[config.mk]
export PLATFORM = sky130hd
export DESIGN_NAME = spf_port_status
export DESIGN_NICKNAME = d
export VERILOG_FILES = /design/src/logic/spf_pkg.sv /design/src/logic/spf_port_status.sv
export SDC_FILE = /design/constraint.sdc
export NUM_CORES = 1
export LEC_CHECK = 0
export BUFFER_PORTS_ARGS = -buffer_cell sky130_fd_sc_hd__buf_2
export CAP_MARGIN = 40
export CORE_MARGIN = 3
export CORE_UTILIZATION = 56
export CTS_BUF_LIST = sky130_fd_sc_hd__clkbuf_4
export DETAILED_ROUTE_END_ITERATION = 8
export PLACE_DENSITY = 0.89
export SYNTH_ARGS = -nofsm -noshare
export SYNTH_HDL_FRONTEND = slang
export SYNTH_SLANG_ARGS = --single-unit
export TNS_END_PERCENT = 30
[constraint.sdc]
create_clock -name i_clock -period 2.3 [get_ports i_clock]
set_clock_uncertainty 0.1 [all_clocks]
set_input_delay 0.575 -clock i_clock [delete_from_list [all_inputs] [get_ports i_clock]]
set_output_delay 0.575 -clock i_clock [all_outputs]
set_load 0.01 [all_outputs]
[src/logic/spf_pkg.sv]
// Constants, field layout and register map of the port status bank
package spf_pkg;
    localparam int NUM_PORTS = 3;
    localparam int SEL_W = 2;
    localparam int ADDR_W = 4;
    localparam int DATA_W = 8;
    localparam int SPD_W = 3;
    localparam int CNT_W = 8;

    localparam logic [SPD_W-1:0] SPD_S100 = 3'h0;
    localparam logic [SPD_W-1:0] SPD_S200 = 3'h1;
    localparam logic [SPD_W-1:0] SPD_S400 = 3'h2;
    localparam logic [SPD_W-1:0] SPD_S800 = 3'h3;
    localparam logic [SPD_W-1:0] SPD_S1600 = 3'h4;
    localparam logic [SPD_W-1:0] SPD_S3200 = 3'h5;

    localparam logic [ADDR_W-1:0] REG_SPEED = 4'h8;
    localparam logic [ADDR_W-1:0] REG_LINK = 4'h9;
    localparam logic [ADDR_W-1:0] REG_ERRCNT = 4'hA;
    localparam logic [ADDR_W-1:0] REG_POWER = 4'hB;

    localparam int SPEED_LIMIT_LSB = 5;
    localparam int SPEED_PLUG_BIT = 4;
    localparam int SPEED_CAP_LSB = 1;
    localparam int LINK_UNREL_BIT = 7;
    localparam int LINK_BSIG_BIT = 6;
    localparam int PWR_ASLEEP_BIT = 7;
    localparam int PWR_ALLOW_BIT = 6;
    localparam int PWR_LOOP_BIT = 5;
    localparam int PWR_STANDBY_BIT = 4;
    localparam int PWR_DEEP_BIT = 3;
    localparam int PWR_OFF_BIT = 2;

    localparam logic [CNT_W-1:0] CNT_MAX = 8'hFF;
    localparam logic [CNT_W-1:0] CNT_ONE = 8'h01;
    localparam logic [CNT_W-1:0] CNT_ZERO = 8'h00;
    localparam logic [DATA_W-1:0] RDATA_IDLE = 8'h00;
    localparam logic LOCAL_PLUG_VALUE = 1'b1;
endpackage : spf_pkg

[src/logic/spf_port_status.sv]
// Per-port status and control field bank with an indexed register port
//
// The plain strobed port and the address map are this design's own decisions.
`timescale 1ns/1ps
module spf_port_status (
    input wire logic i_clock,
    input wire logic i_rst_b,
    input wire logic [spf_pkg::ADDR_W-1:0] i_addr,
    input wire logic [spf_pkg::DATA_W-1:0] i_wdata,
    input wire logic i_wr,
    input wire logic i_rd,
    input wire logic [spf_pkg::SEL_W-1:0] i_port_sel,
    input wire logic i_sleep_default_pin,
    input wire logic i_bus_reset,
    input wire logic [spf_pkg::NUM_PORTS-1:0][spf_pkg::SPD_W-1:0] i_port_capability,
    input wire logic [spf_pkg::NUM_PORTS-1:0] i_bilingual,
    input wire logic [spf_pkg::NUM_PORTS-1:0] i_beta_only,
    input wire logic [spf_pkg::NUM_PORTS-1:0] i_new_b_connection,
    input wire logic [spf_pkg::NUM_PORTS-1:0] i_speed_neg_fail,
    input wire logic [spf_pkg::NUM_PORTS-1:0] i_sync_fail,
    input wire logic [spf_pkg::NUM_PORTS-1:0] i_b_signaling,
    input wire logic [spf_pkg::NUM_PORTS-1:0] i_line_connected,
    input wire logic [spf_pkg::NUM_PORTS-1:0] i_line_rx_valid,
    input wire logic [spf_pkg::NUM_PORTS-1:0] i_invalid_codeword,
    input wire logic [spf_pkg::NUM_PORTS-1:0] i_sleep_request,
    input wire logic [spf_pkg::NUM_PORTS-1:0] i_standby,
    input wire logic [spf_pkg::NUM_PORTS-1:0] i_loop_disable_event,
    output logic [spf_pkg::DATA_W-1:0] o_rdata,
    output logic [spf_pkg::NUM_PORTS-1:0][spf_pkg::SPD_W-1:0] o_train_speed,
    output logic [spf_pkg::NUM_PORTS-1:0] o_connected,
    output logic [spf_pkg::NUM_PORTS-1:0] o_rx_valid,
    output logic [spf_pkg::NUM_PORTS-1:0] o_legacy_active,
    output logic [spf_pkg::NUM_PORTS-1:0] o_port_disabled,
    output logic [spf_pkg::NUM_PORTS-1:0] o_tone_enable,
    output logic [spf_pkg::NUM_PORTS-1:0] o_port_asleep
);
    localparam int N = spf_pkg::NUM_PORTS;
    localparam int SW = spf_pkg::SPD_W;

    // Stored per-port fields
    logic [N-1:0][SW-1:0] speed_limit;
    logic [N-1:0][spf_pkg::CNT_W-1:0] err_count;
    logic [N-1:0] unreliable;
    logic [N-1:0] b_status;
    logic [N-1:0] sleep_allow;
    logic [N-1:0] loop_blocked;
    logic [N-1:0] standby_status;
    logic [N-1:0] deep_off;
    logic [N-1:0] port_off;

    logic [N-1:0][SW-1:0] next_speed_limit;
    logic [N-1:0][SW-1:0] next_train_speed;
    logic [N-1:0][spf_pkg::CNT_W-1:0] next_err_count;
    logic [N-1:0] next_unreliable;
    logic [N-1:0] next_sleep_allow;
    logic [N-1:0] next_loop_blocked;
    logic [N-1:0] next_deep_off;
    logic [N-1:0] next_port_off;
    logic [N-1:0] next_connected;
    logic [N-1:0] next_rx_valid;
    logic [N-1:0] next_legacy_active;
    logic [N-1:0] next_b_status;
    logic [N-1:0] next_tone_enable;
    logic [N-1:0] next_asleep;
    logic [N-1:0] hard_off;
    logic [N-1:0] port_hit;

    // Decode
    wire sel_valid = (32'(i_port_sel) < N);
    wire hit_speed = (i_addr == spf_pkg::REG_SPEED);
    wire hit_link = (i_addr == spf_pkg::REG_LINK);
    wire hit_err = (i_addr == spf_pkg::REG_ERRCNT);
    wire hit_power = (i_addr == spf_pkg::REG_POWER);
    wire wr_speed = i_wr & hit_speed & sel_valid;
    wire wr_link = i_wr & hit_link & sel_valid;
    wire wr_power = i_wr & hit_power & sel_valid;
    wire rd_err = i_rd & hit_err & sel_valid;
    wire [SW-1:0] wr_limit = i_wdata[spf_pkg::SPEED_LIMIT_LSB +: SW];
    wire wr_unrel_clear = i_wdata[spf_pkg::LINK_UNREL_BIT];

    // Out-of-range selects read the first port's copy but return zero
    wire [spf_pkg::SEL_W-1:0] sel = sel_valid ? i_port_sel : '0;

    genvar p;
    generate
        for (p = 0; p < N; p = p + 1) begin : g_port
            // Per-port strobes and event terms
            wire [SW-1:0] cap = i_port_capability[p];
            wire con_raw = i_line_connected[p];
            wire rx_raw = i_line_rx_valid[p];
            wire write_p_speed = wr_speed & port_hit[p];
            wire write_p_link = wr_link & port_hit[p];
            wire write_p_power = wr_power & port_hit[p];
            wire read_p_err = rd_err & port_hit[p];
            wire link_fail = i_speed_neg_fail[p] | i_sync_fail[p];
            wire unrel_clear = write_p_link & wr_unrel_clear;
            wire limit_write = write_p_speed & ~i_bilingual[p];
            wire train_load = i_new_b_connection[p] & i_beta_only[p];
            wire cnt_full = (err_count[p] == spf_pkg::CNT_MAX);
            wire [spf_pkg::CNT_W-1:0] cnt_inc = err_count[p] + spf_pkg::CNT_ONE;
            wire loop_clear = i_bus_reset | ~con_raw;
            // Reserved codes exceed every capability, so they clamp too
            wire [SW-1:0] clamped = (wr_limit > cap) ? cap : wr_limit;

            assign port_hit[p] = (32'(i_port_sel) == p);

            // Reset value follows the port capability, so it is loaded each reset cycle
            assign next_speed_limit[p] = !i_rst_b ? cap :
                limit_write ? clamped :
                speed_limit[p];

            // Bilingual ports never train at the programmed limit
            assign next_train_speed[p] = i_bilingual[p] ? spf_pkg::SPD_S400 :
                train_load ? speed_limit[p] :
                o_train_speed[p];

            // Failure in the clearing cycle keeps the flag set
            assign next_unreliable[p] = link_fail ? 1'b1 :
                unrel_clear ? 1'b0 :
                unreliable[p];

            // A code word arriving with the clearing read counts as the first one
            assign next_err_count[p] = i_invalid_codeword[p] ?
                (read_p_err ? spf_pkg::CNT_ONE :
                 cnt_full ? err_count[p] :
                 cnt_inc) :
                read_p_err ? spf_pkg::CNT_ZERO :
                err_count[p];

            assign next_sleep_allow[p] = !i_rst_b ? i_sleep_default_pin :
                write_p_power ? i_wdata[spf_pkg::PWR_ALLOW_BIT] :
                sleep_allow[p];

            assign next_asleep[p] = i_sleep_request[p] & sleep_allow[p];

            // Build event wins over a simultaneous bus reset
            assign next_loop_blocked[p] = i_loop_disable_event[p] ? 1'b1 :
                loop_clear ? 1'b0 :
                loop_blocked[p];

            assign next_deep_off[p] = write_p_power ?
                i_wdata[spf_pkg::PWR_DEEP_BIT] : deep_off[p];
            // Bus reset deliberately not a term here
            assign next_port_off[p] = write_p_power ?
                i_wdata[spf_pkg::PWR_OFF_BIT] : port_off[p];

            // Deep off only bites on a disabled port
            assign hard_off[p] = port_off[p] & deep_off[p];
            assign next_connected[p] = con_raw & ~hard_off[p];
            assign next_rx_valid[p] = rx_raw & ~hard_off[p];
            // Disconnected port never reports b signaling
            assign next_b_status[p] = i_b_signaling[p] & con_raw;
            assign next_legacy_active[p] = next_connected[p] & next_rx_valid[p] &
                ~next_b_status[p] & ~port_off[p];
            // Silence also forces speed renegotiation on re-enable
            assign next_tone_enable[p] = ~hard_off[p];
        end
    endgenerate

    // Selected port's copy of every field
    wire [SW-1:0] sel_limit = speed_limit[sel];
    wire [SW-1:0] sel_cap = i_port_capability[sel];
    wire [spf_pkg::CNT_W-1:0] sel_count = err_count[sel];
    wire sel_unrel = unreliable[sel];
    wire sel_bsig = b_status[sel];
    wire sel_asleep = o_port_asleep[sel];
    wire sel_allow = sleep_allow[sel];
    wire sel_loop = loop_blocked[sel];
    wire sel_standby = standby_status[sel];
    wire sel_deep = deep_off[sel];
    wire sel_off = port_off[sel];

    // Read words assembled at the field positions
    wire [spf_pkg::DATA_W-1:0] rd_speed =
        ({5'h00, sel_limit} << spf_pkg::SPEED_LIMIT_LSB) |
        ({7'h00, spf_pkg::LOCAL_PLUG_VALUE} << spf_pkg::SPEED_PLUG_BIT) |
        ({5'h00, sel_cap} << spf_pkg::SPEED_CAP_LSB);
    wire [spf_pkg::DATA_W-1:0] rd_link =
        ({7'h00, sel_unrel} << spf_pkg::LINK_UNREL_BIT) |
        ({7'h00, sel_bsig} << spf_pkg::LINK_BSIG_BIT);
    wire [spf_pkg::DATA_W-1:0] rd_power =
        ({7'h00, sel_asleep} << spf_pkg::PWR_ASLEEP_BIT) |
        ({7'h00, sel_allow} << spf_pkg::PWR_ALLOW_BIT) |
        ({7'h00, sel_loop} << spf_pkg::PWR_LOOP_BIT) |
        ({7'h00, sel_standby} << spf_pkg::PWR_STANDBY_BIT) |
        ({7'h00, sel_deep} << spf_pkg::PWR_DEEP_BIT) |
        ({7'h00, sel_off} << spf_pkg::PWR_OFF_BIT);
    wire [spf_pkg::DATA_W-1:0] rd_word =
        !sel_valid ? spf_pkg::RDATA_IDLE :
        hit_speed ? rd_speed :
        hit_link ? rd_link :
        hit_err ? sel_count :
        hit_power ? rd_power :
        spf_pkg::RDATA_IDLE;
    wire [spf_pkg::DATA_W-1:0] next_rdata = i_rd ? rd_word : spf_pkg::RDATA_IDLE;

    // Fields whose reset value comes from an input
    always_ff @(posedge i_clock) begin
        speed_limit <= next_speed_limit;
    end

    always_ff @(posedge i_clock) begin
        sleep_allow <= next_sleep_allow;
    end

    always_ff @(posedge i_clock) begin
        if (!i_rst_b) begin
            unreliable <= '0;
        end else begin
            unreliable <= next_unreliable;
        end
    end

    always_ff @(posedge i_clock) begin
        if (!i_rst_b) begin
            err_count <= '0;
        end else begin
            err_count <= next_err_count;
        end
    end

    always_ff @(posedge i_clock) begin
        if (!i_rst_b) begin
            loop_blocked <= '0;
        end else begin
            loop_blocked <= next_loop_blocked;
        end
    end

    always_ff @(posedge i_clock) begin
        if (!i_rst_b) begin
            deep_off <= '0;
        end else begin
            deep_off <= next_deep_off;
        end
    end

    always_ff @(posedge i_clock) begin
        if (!i_rst_b) begin
            port_off <= '0;
        end else begin
            port_off <= next_port_off;
        end
    end

    always_ff @(posedge i_clock) begin
        if (!i_rst_b) begin
            b_status <= '0;
        end else begin
            b_status <= next_b_status;
        end
    end

    always_ff @(posedge i_clock) begin
        if (!i_rst_b) begin
            standby_status <= '0;
        end else begin
            standby_status <= i_standby;
        end
    end

    always_ff @(posedge i_clock) begin
        if (!i_rst_b) begin
            o_port_asleep <= '0;
        end else begin
            o_port_asleep <= next_asleep;
        end
    end

    always_ff @(posedge i_clock) begin
        if (!i_rst_b) begin
            o_train_speed <= '0;
        end else begin
            o_train_speed <= next_train_speed;
        end
    end

    always_ff @(posedge i_clock) begin
        if (!i_rst_b) begin
            o_rdata <= spf_pkg::RDATA_IDLE;
        end else begin
            o_rdata <= next_rdata;
        end
    end

    // Status outputs registered so they come straight from flip-flops
    always_ff @(posedge i_clock) begin
        if (!i_rst_b) begin
            o_connected <= '0;
        end else begin
            o_connected <= next_connected;
        end
    end

    always_ff @(posedge i_clock) begin
        if (!i_rst_b) begin
            o_rx_valid <= '0;
        end else begin
            o_rx_valid <= next_rx_valid;
        end
    end

    always_ff @(posedge i_clock) begin
        if (!i_rst_b) begin
            o_legacy_active <= '0;
        end else begin
            o_legacy_active <= next_legacy_active;
        end
    end

    // Copies the stored control so it lines up with the forced line flags
    always_ff @(posedge i_clock) begin
        if (!i_rst_b) begin
            o_port_disabled <= '0;
        end else begin
            o_port_disabled <= port_off;
        end
    end

    always_ff @(posedge i_clock) begin
        if (!i_rst_b) begin
            o_tone_enable <= '1;
        end else begin
            o_tone_enable <= next_tone_enable;
        end
    end
endmodule : spf_port_status

---- Word-level counts from Yosys, hierarchy flattened ----
Index checks and enable logic that the tools add are counted.
word-level totals
  register bits after elaboration ......... 89
  input port bits ......................... 65
  logic and storage cells ................. 236
cells by class
  add/subtract/negate cells ............... 3
  order comparisons ....................... 5
  eq/ne operators ......................... 18
  multiplexer cells ....................... 72
  bitwise operators ....................... 82
  reduce and logical (&&, ||, !) cells .... 20
operators with widths
  operator             number
  $mux 8               17
  $and 1x1->1          53
  $mux 3               11
  $mux 1               26
  $add 8x1->8 const B  3
  $eq 8x8->1 const B   3
  $reduce_bool 2->1    12
  $bmux 1 s2           8
  $bmux 8 s2           1
  $eq 4x4->1 const B   4
  $not 1->1            16
  $or 8x4->8           2
  $or 8x7->8           2
  $mux 2               7
  $bmux 3 s2           2
  $ne 2x1->1 const B   6
  $gt 3x3->1           3
  $or 8x3->8           1
  $or 8x5->8           1
  $or 8x6->8           1
  $ne 2x2->1 const B   3
  $or 1x1->1           6
  $reduce_and 2->1     3
  $reduce_or 2->1      3
  other kinds (6)      6

---- Longest topological paths before layout ----
  depth in word-level cells ............... 13
  gate-level depth with buffers ........... 8

---- Least setup slack after synthesis ----
OpenSTA, ideal clock, no wires.
  path type ............................... input -> register
  from .................................... input i_port_sel[0] (netlist name)
  to ...................................... register speed_limit[6] (netlist name) (enable)
  setup time .............................. 355 ps
  data arrival time ....................... 1541 ps
  path slack .............................. 304 ps
  stages .................................. 5
  buffers on the path ..................... 3
  cells stage by stage .................... buf_2 nand2b_4 buf_4 buf_2 o31ai_1
on the way
  word-level cells in the longest chain between the ends .. 5
  elaborated cells on any way between the ends .. 6
  those cells by class .................... 1 x order compare; 2 x eq/ne; 3 x bitwise
RTL lines
  item                    line                    RTL
  start, declared         spf_port_status.sv:12   input wire logic [spf_pkg::SEL_W-1:0] i_port_sel,
  $lt 2x2->1              spf_port_status.sv:69   wire sel_valid = (32'(i_port_sel) < N);
  $and 1x1->1             spf_port_status.sv:74   wire wr_speed = i_wr & hit_speed & sel_valid;
  $and 1x1->1 *           spf_port_status.sv:91   wire write_p_speed = wr_speed & port_hit[p];
  $and 1x1->1 *           spf_port_status.sv:97   wire limit_write = write_p_speed & ~i_bilingual[p];
  $ne 2x1->1 (no line) *  --
  end signal, assigned    spf_port_status.sv:199  speed_limit <= next_speed_limit;
  end, declared           spf_port_status.sv:41   logic [N-1:0][SW-1:0] speed_limit;
Every way passes the cells marked *; elsewhere a longest branch is shown, timed or not.
A chain may end at the register's enable or synchronous reset.

---- Worst setup path in the final report ----
  from .................................... register err_count[16] (netlist name)
  to ...................................... register err_count[20] (netlist name)
on the way
  word-level cells in the longest chain between the ends .. 4
  elaborated cells on any way between the ends .. 7
  those cells by class .................... 1 x add/sub; 2 x eq/ne; 3 x mux; 1 x reduce/logical
RTL lines
  item                    line                    RTL
  start, declared         spf_port_status.sv:42   logic [N-1:0][spf_pkg::CNT_W-1:0] err_count;
  start signal, assigned  spf_port_status.sv:218  err_count <= next_err_count;
  $add 8x1->8             spf_port_status.sv:100  wire [spf_pkg::CNT_W-1:0] cnt_inc = err_count[p] + spf_pkg::CNT_ONE;
  $mux 8                  spf_port_status.sv:125  cnt_full ? err_count[p] :
  $mux 8                  spf_port_status.sv:124  (read_p_err ? spf_pkg::CNT_ONE :
  $mux 8                  spf_port_status.sv:123  assign next_err_count[p] = i_invalid_codeword[p] ?
Several ways; a longest one is shown, not always the timed one. The select of a mux whose other input is x is not followed.

==> metrics.md <==
| Metric | Value |
|---|---|
| Clock network power share | `27.9%` |
| Synth Warn # | `0` |
| I/O pins | `100` |
| Largest area contributor in the netlist | `dfxtp_1` |
| Setup_tns | `0 ns` |
| Hold crit path type | `in2reg` |
| CTS H-tree lvls | `3` |
| CP Depth | `6` |
| Critical Path Max Stage Delay | `0.46 ns` |
| Reg-to-reg slack, setup | `0.48 ns` |
| Synth top area share | `36.13%` |
| Final hold slack | `0.1874 ns` |
| Via count | `3850` |
| CP startpoint | `err_count[16]$_SDFFE_PN0P_` |
| Max Slew Vio Count | `0` |
| Max VDD drop | `0.0004142 V` |
| CP endpoint kind | `register` |
| CTS tree | `yes` |
| Final Cycle Share | `78.99%` |
| Row Count | `31` |
| Setup crit start kind | `register` |
| EDFF count, synth | `12` |
| F_max | `0.5504 GHz` |
| Routability cong. | `0.9325` |
| Post-CTS Resized | `0` |
| Max cap viols | `0` |
| Async S/R FF share, synth | `0%` |
| Maximum fanout along the worst path | `6` |
| Sw frac | `28.74%` |
| Synth Instances | `458` |
| Outcome | `finished, final reports clean` |
| Post-Syn Nets | `535` |
| Largest cells by area after synthesis | `dfxtp_1 (36%), edfxtp_1 (8.4%), mux2_2 (4.0%)` |
| Critical Path AT | `2.06 ns` |
| Final WL | `10640 um` |
| Share of cells above drive strength 1 | `27.81%` |
| Post-Syn Area per Cell | `9.316 sq um` |
| Clk buf depth | `2` |
| Number of diodes | `0` |
| Seq/Total Area, Yosys | `44.57%` |
| CTS Sinks | `89` |
| Core ar. | `7331 sq um` |
| # setup viols final | `0` |
| Slew of the pin with the lowest slew margin | `0.4870 ns` |
| Initial drt markers | `254` |
| Buffers on Ports | `96` |
| Vias in the first global route | `3656` |
| Largest net degree at the start of global routing | `33` |
| Area after DPL | `4843 sq um` |
| Max-slew headroom | `67.26%` |
| Critical-path top delay cell | `o31ai_2` |
| Tmin final | `1.817 ns` |
| Nets@finish | `633` |
| WP buf/inv | `0` |
| WP data required | `2.54 ns` |
| Grt ovf | `0` |
| # hold bufs at CTS | `0` |
| Post-CTS setup buffers | `0` |
| Final Hold Vio Count | `0` |
| Cell family with most CP delay | `compound AO/OA/AOI/OAI gates` |
| Total CTS buffers | `9` |
| Reg2reg end | `err_count[20]$_SDFFE_PN0P_` |
| Worst reg2reg startpoint | `err_count[16]$_SDFFE_PN0P_` |
| Area Growth Syn to Fin | `16.51%` |
| Library cells used by synthesis | `62` |
| FF+latch count, synth | `89` |
| Vert. Die Dim | `93.29 um` |
| Die X | `93.29 um` |
| Drt drc | `0` |
| Setup CP Type | `reg2reg` |
| Top_reg_cell synth | `dfxtp_1` |
| Synth Cell Area | `4267 sq um` |
| Switch Pwr | `0.8380 mW` |
| Final ANT Viol Nets | `0` |
| RSZ-0062 raised after global routing | `false` |
| Worst Min Path Start | `i_b_signaling[2]` |
| Share of power burned in registers | `57.9%` |
| Top cells by count, synth | `dfxtp_1 (77), nand2_1 (45), nor2_1 (43)` |
| Wire length per cell | `16.11 um` |
| Critical path cell sequence | `ha_1 -> nand3_2 -> o31ai_2 -> nor2_1 -> xnor2_1 -> nor2_1` |
| Reg clk slew, reported paths | `0.15 ns` |
| Leak pwr | `2.065 nW` |
| Pre-antenna DRT Iters | `5` |
| Fin util | `67.81%` |
| Most common cell in the netlist | `dfxtp_1` |
| Starting density of the core | `58.20%` |
| Skew-Pair Late Insertion Delay | `0.44 ns` |
| Total GRT Usage | `24.97%` |
| Comb pwr share | `14.2%` |
| R2R depth | `6` |
| Pwr dens | `586.6 nW/um^2` |
| Crit path capture | `err_count[20]$_SDFFE_PN0P_` |
| Pint | `2.078 mW` |
| Worst path most repeated cell | `nor2_1` |
| Via/cell ratio | `5.833` |
| Antenna violations before repair | `0` |
| Die area | `8702 sq um` |
| DP HPWL | `8138 um` |
| Clock root buffer | `clkbuf_4` |
| Global-route wire length before repair | `17220 um` |
| Fin area | `4971 sq um` |
==> placed cells by master (no fill, tap or decap), types with 12 or more instances in the layout <==
master    instances
a21oi_1          23
buf_2            96
dfxtp_1          77
edfxtp_1         12
ha_1             12
mux2_2           15
nand2_1          45
nand3_1          31
nor2_1           43
o21ai_0          23
o22ai_1          16
==> logic make-up (layout without fill, tap and decap cells) <==
kind of cell | count (synthesis) | after routing | synth area share (%)
XOR/XNOR | 8 | 8 | 1.818
adder cells (fa/ha/maj) | 12 | 12 | 3.519
AND/OR/NAND/NOR | 182 | 182 | 22.46
AO/OA/AOI/OAI | 114 | 114 | 17.24
flip-flops | 89 | 89 | 44.57
buffers and inverters | 28 | 131 | 3.489
multiplexers | 25 | 25 | 6.891
==> per-stage QoR <==
stage	power [mW]	setup WS, ns	instances
2_1_floorplan	1.959	0.3040	458
3_3_place_gp	2.108	0.1274	644
3_5_place_dp	2.127	0.04514	644
4_1_cts	2.934	0.4964	660
5_1_grt	3.061	0.2839	660
6_report	2.916	0.4831	660
==> worst min-delay path by stage <==
stage	cells after the start	to	slack (ns)
2_1_floorplan	1	o_tone_enable[1]$_SDFF_PN1_	0.29
3_3_place_gp	1	o_tone_enable[1]$_SDFF_PN1_	0.33
3_5_place_dp	1	o_tone_enable[1]$_SDFF_PN1_	0.34
4_1_cts	2	o_legacy_active[2]$_SDFF_PN0_	0.16
5_1_grt	2	o_legacy_active[2]$_SDFF_PN0_	0.17
6_report	2	o_legacy_active[2]$_SDFF_PN0_	0.19
==> area by class of cell <==
class                   instances  area [sq um]
clock buffers                   9         67.56
clock inverters                 7         60.06
fillers                       550          2360
inverters                       9         33.78
multi-input cells             341          2216
flip-flops and latches         89          1902
well taps                      99         123.9
repair buffers                106         568.0
==> power by group through the flow <==
stage	Combinational (mW)	Sequential (mW)	Clock, mW
after floorplan	0.247	1.71	0
after global placement	0.391	1.72	0
after detailed placement	0.407	1.72	0
after CTS	0.410	1.69	0.839
after global routing	0.457	1.69	0.910
final	0.414	1.69	0.815
==> registers in the layout, summed over array words and instances (netlist names), 8 cells and up <==
signal / count
err_count: 24
o_rdata: 8
o_train_speed: 9
speed_limit: 9
==> per-layer routing <==
layer  GRT usage [%]  part of all wire (%)  vias up  wire (um)
li1                -                     -     1882          -
met1           32.38                    42     1768       4445
met2           39.79                    48      167       5070
met3           5.953                   7.7       33        815
met4           10.62                   2.8        0        303
met5               0                     0        -          0
Note: power is estimated with default switching activity, not from simulation.
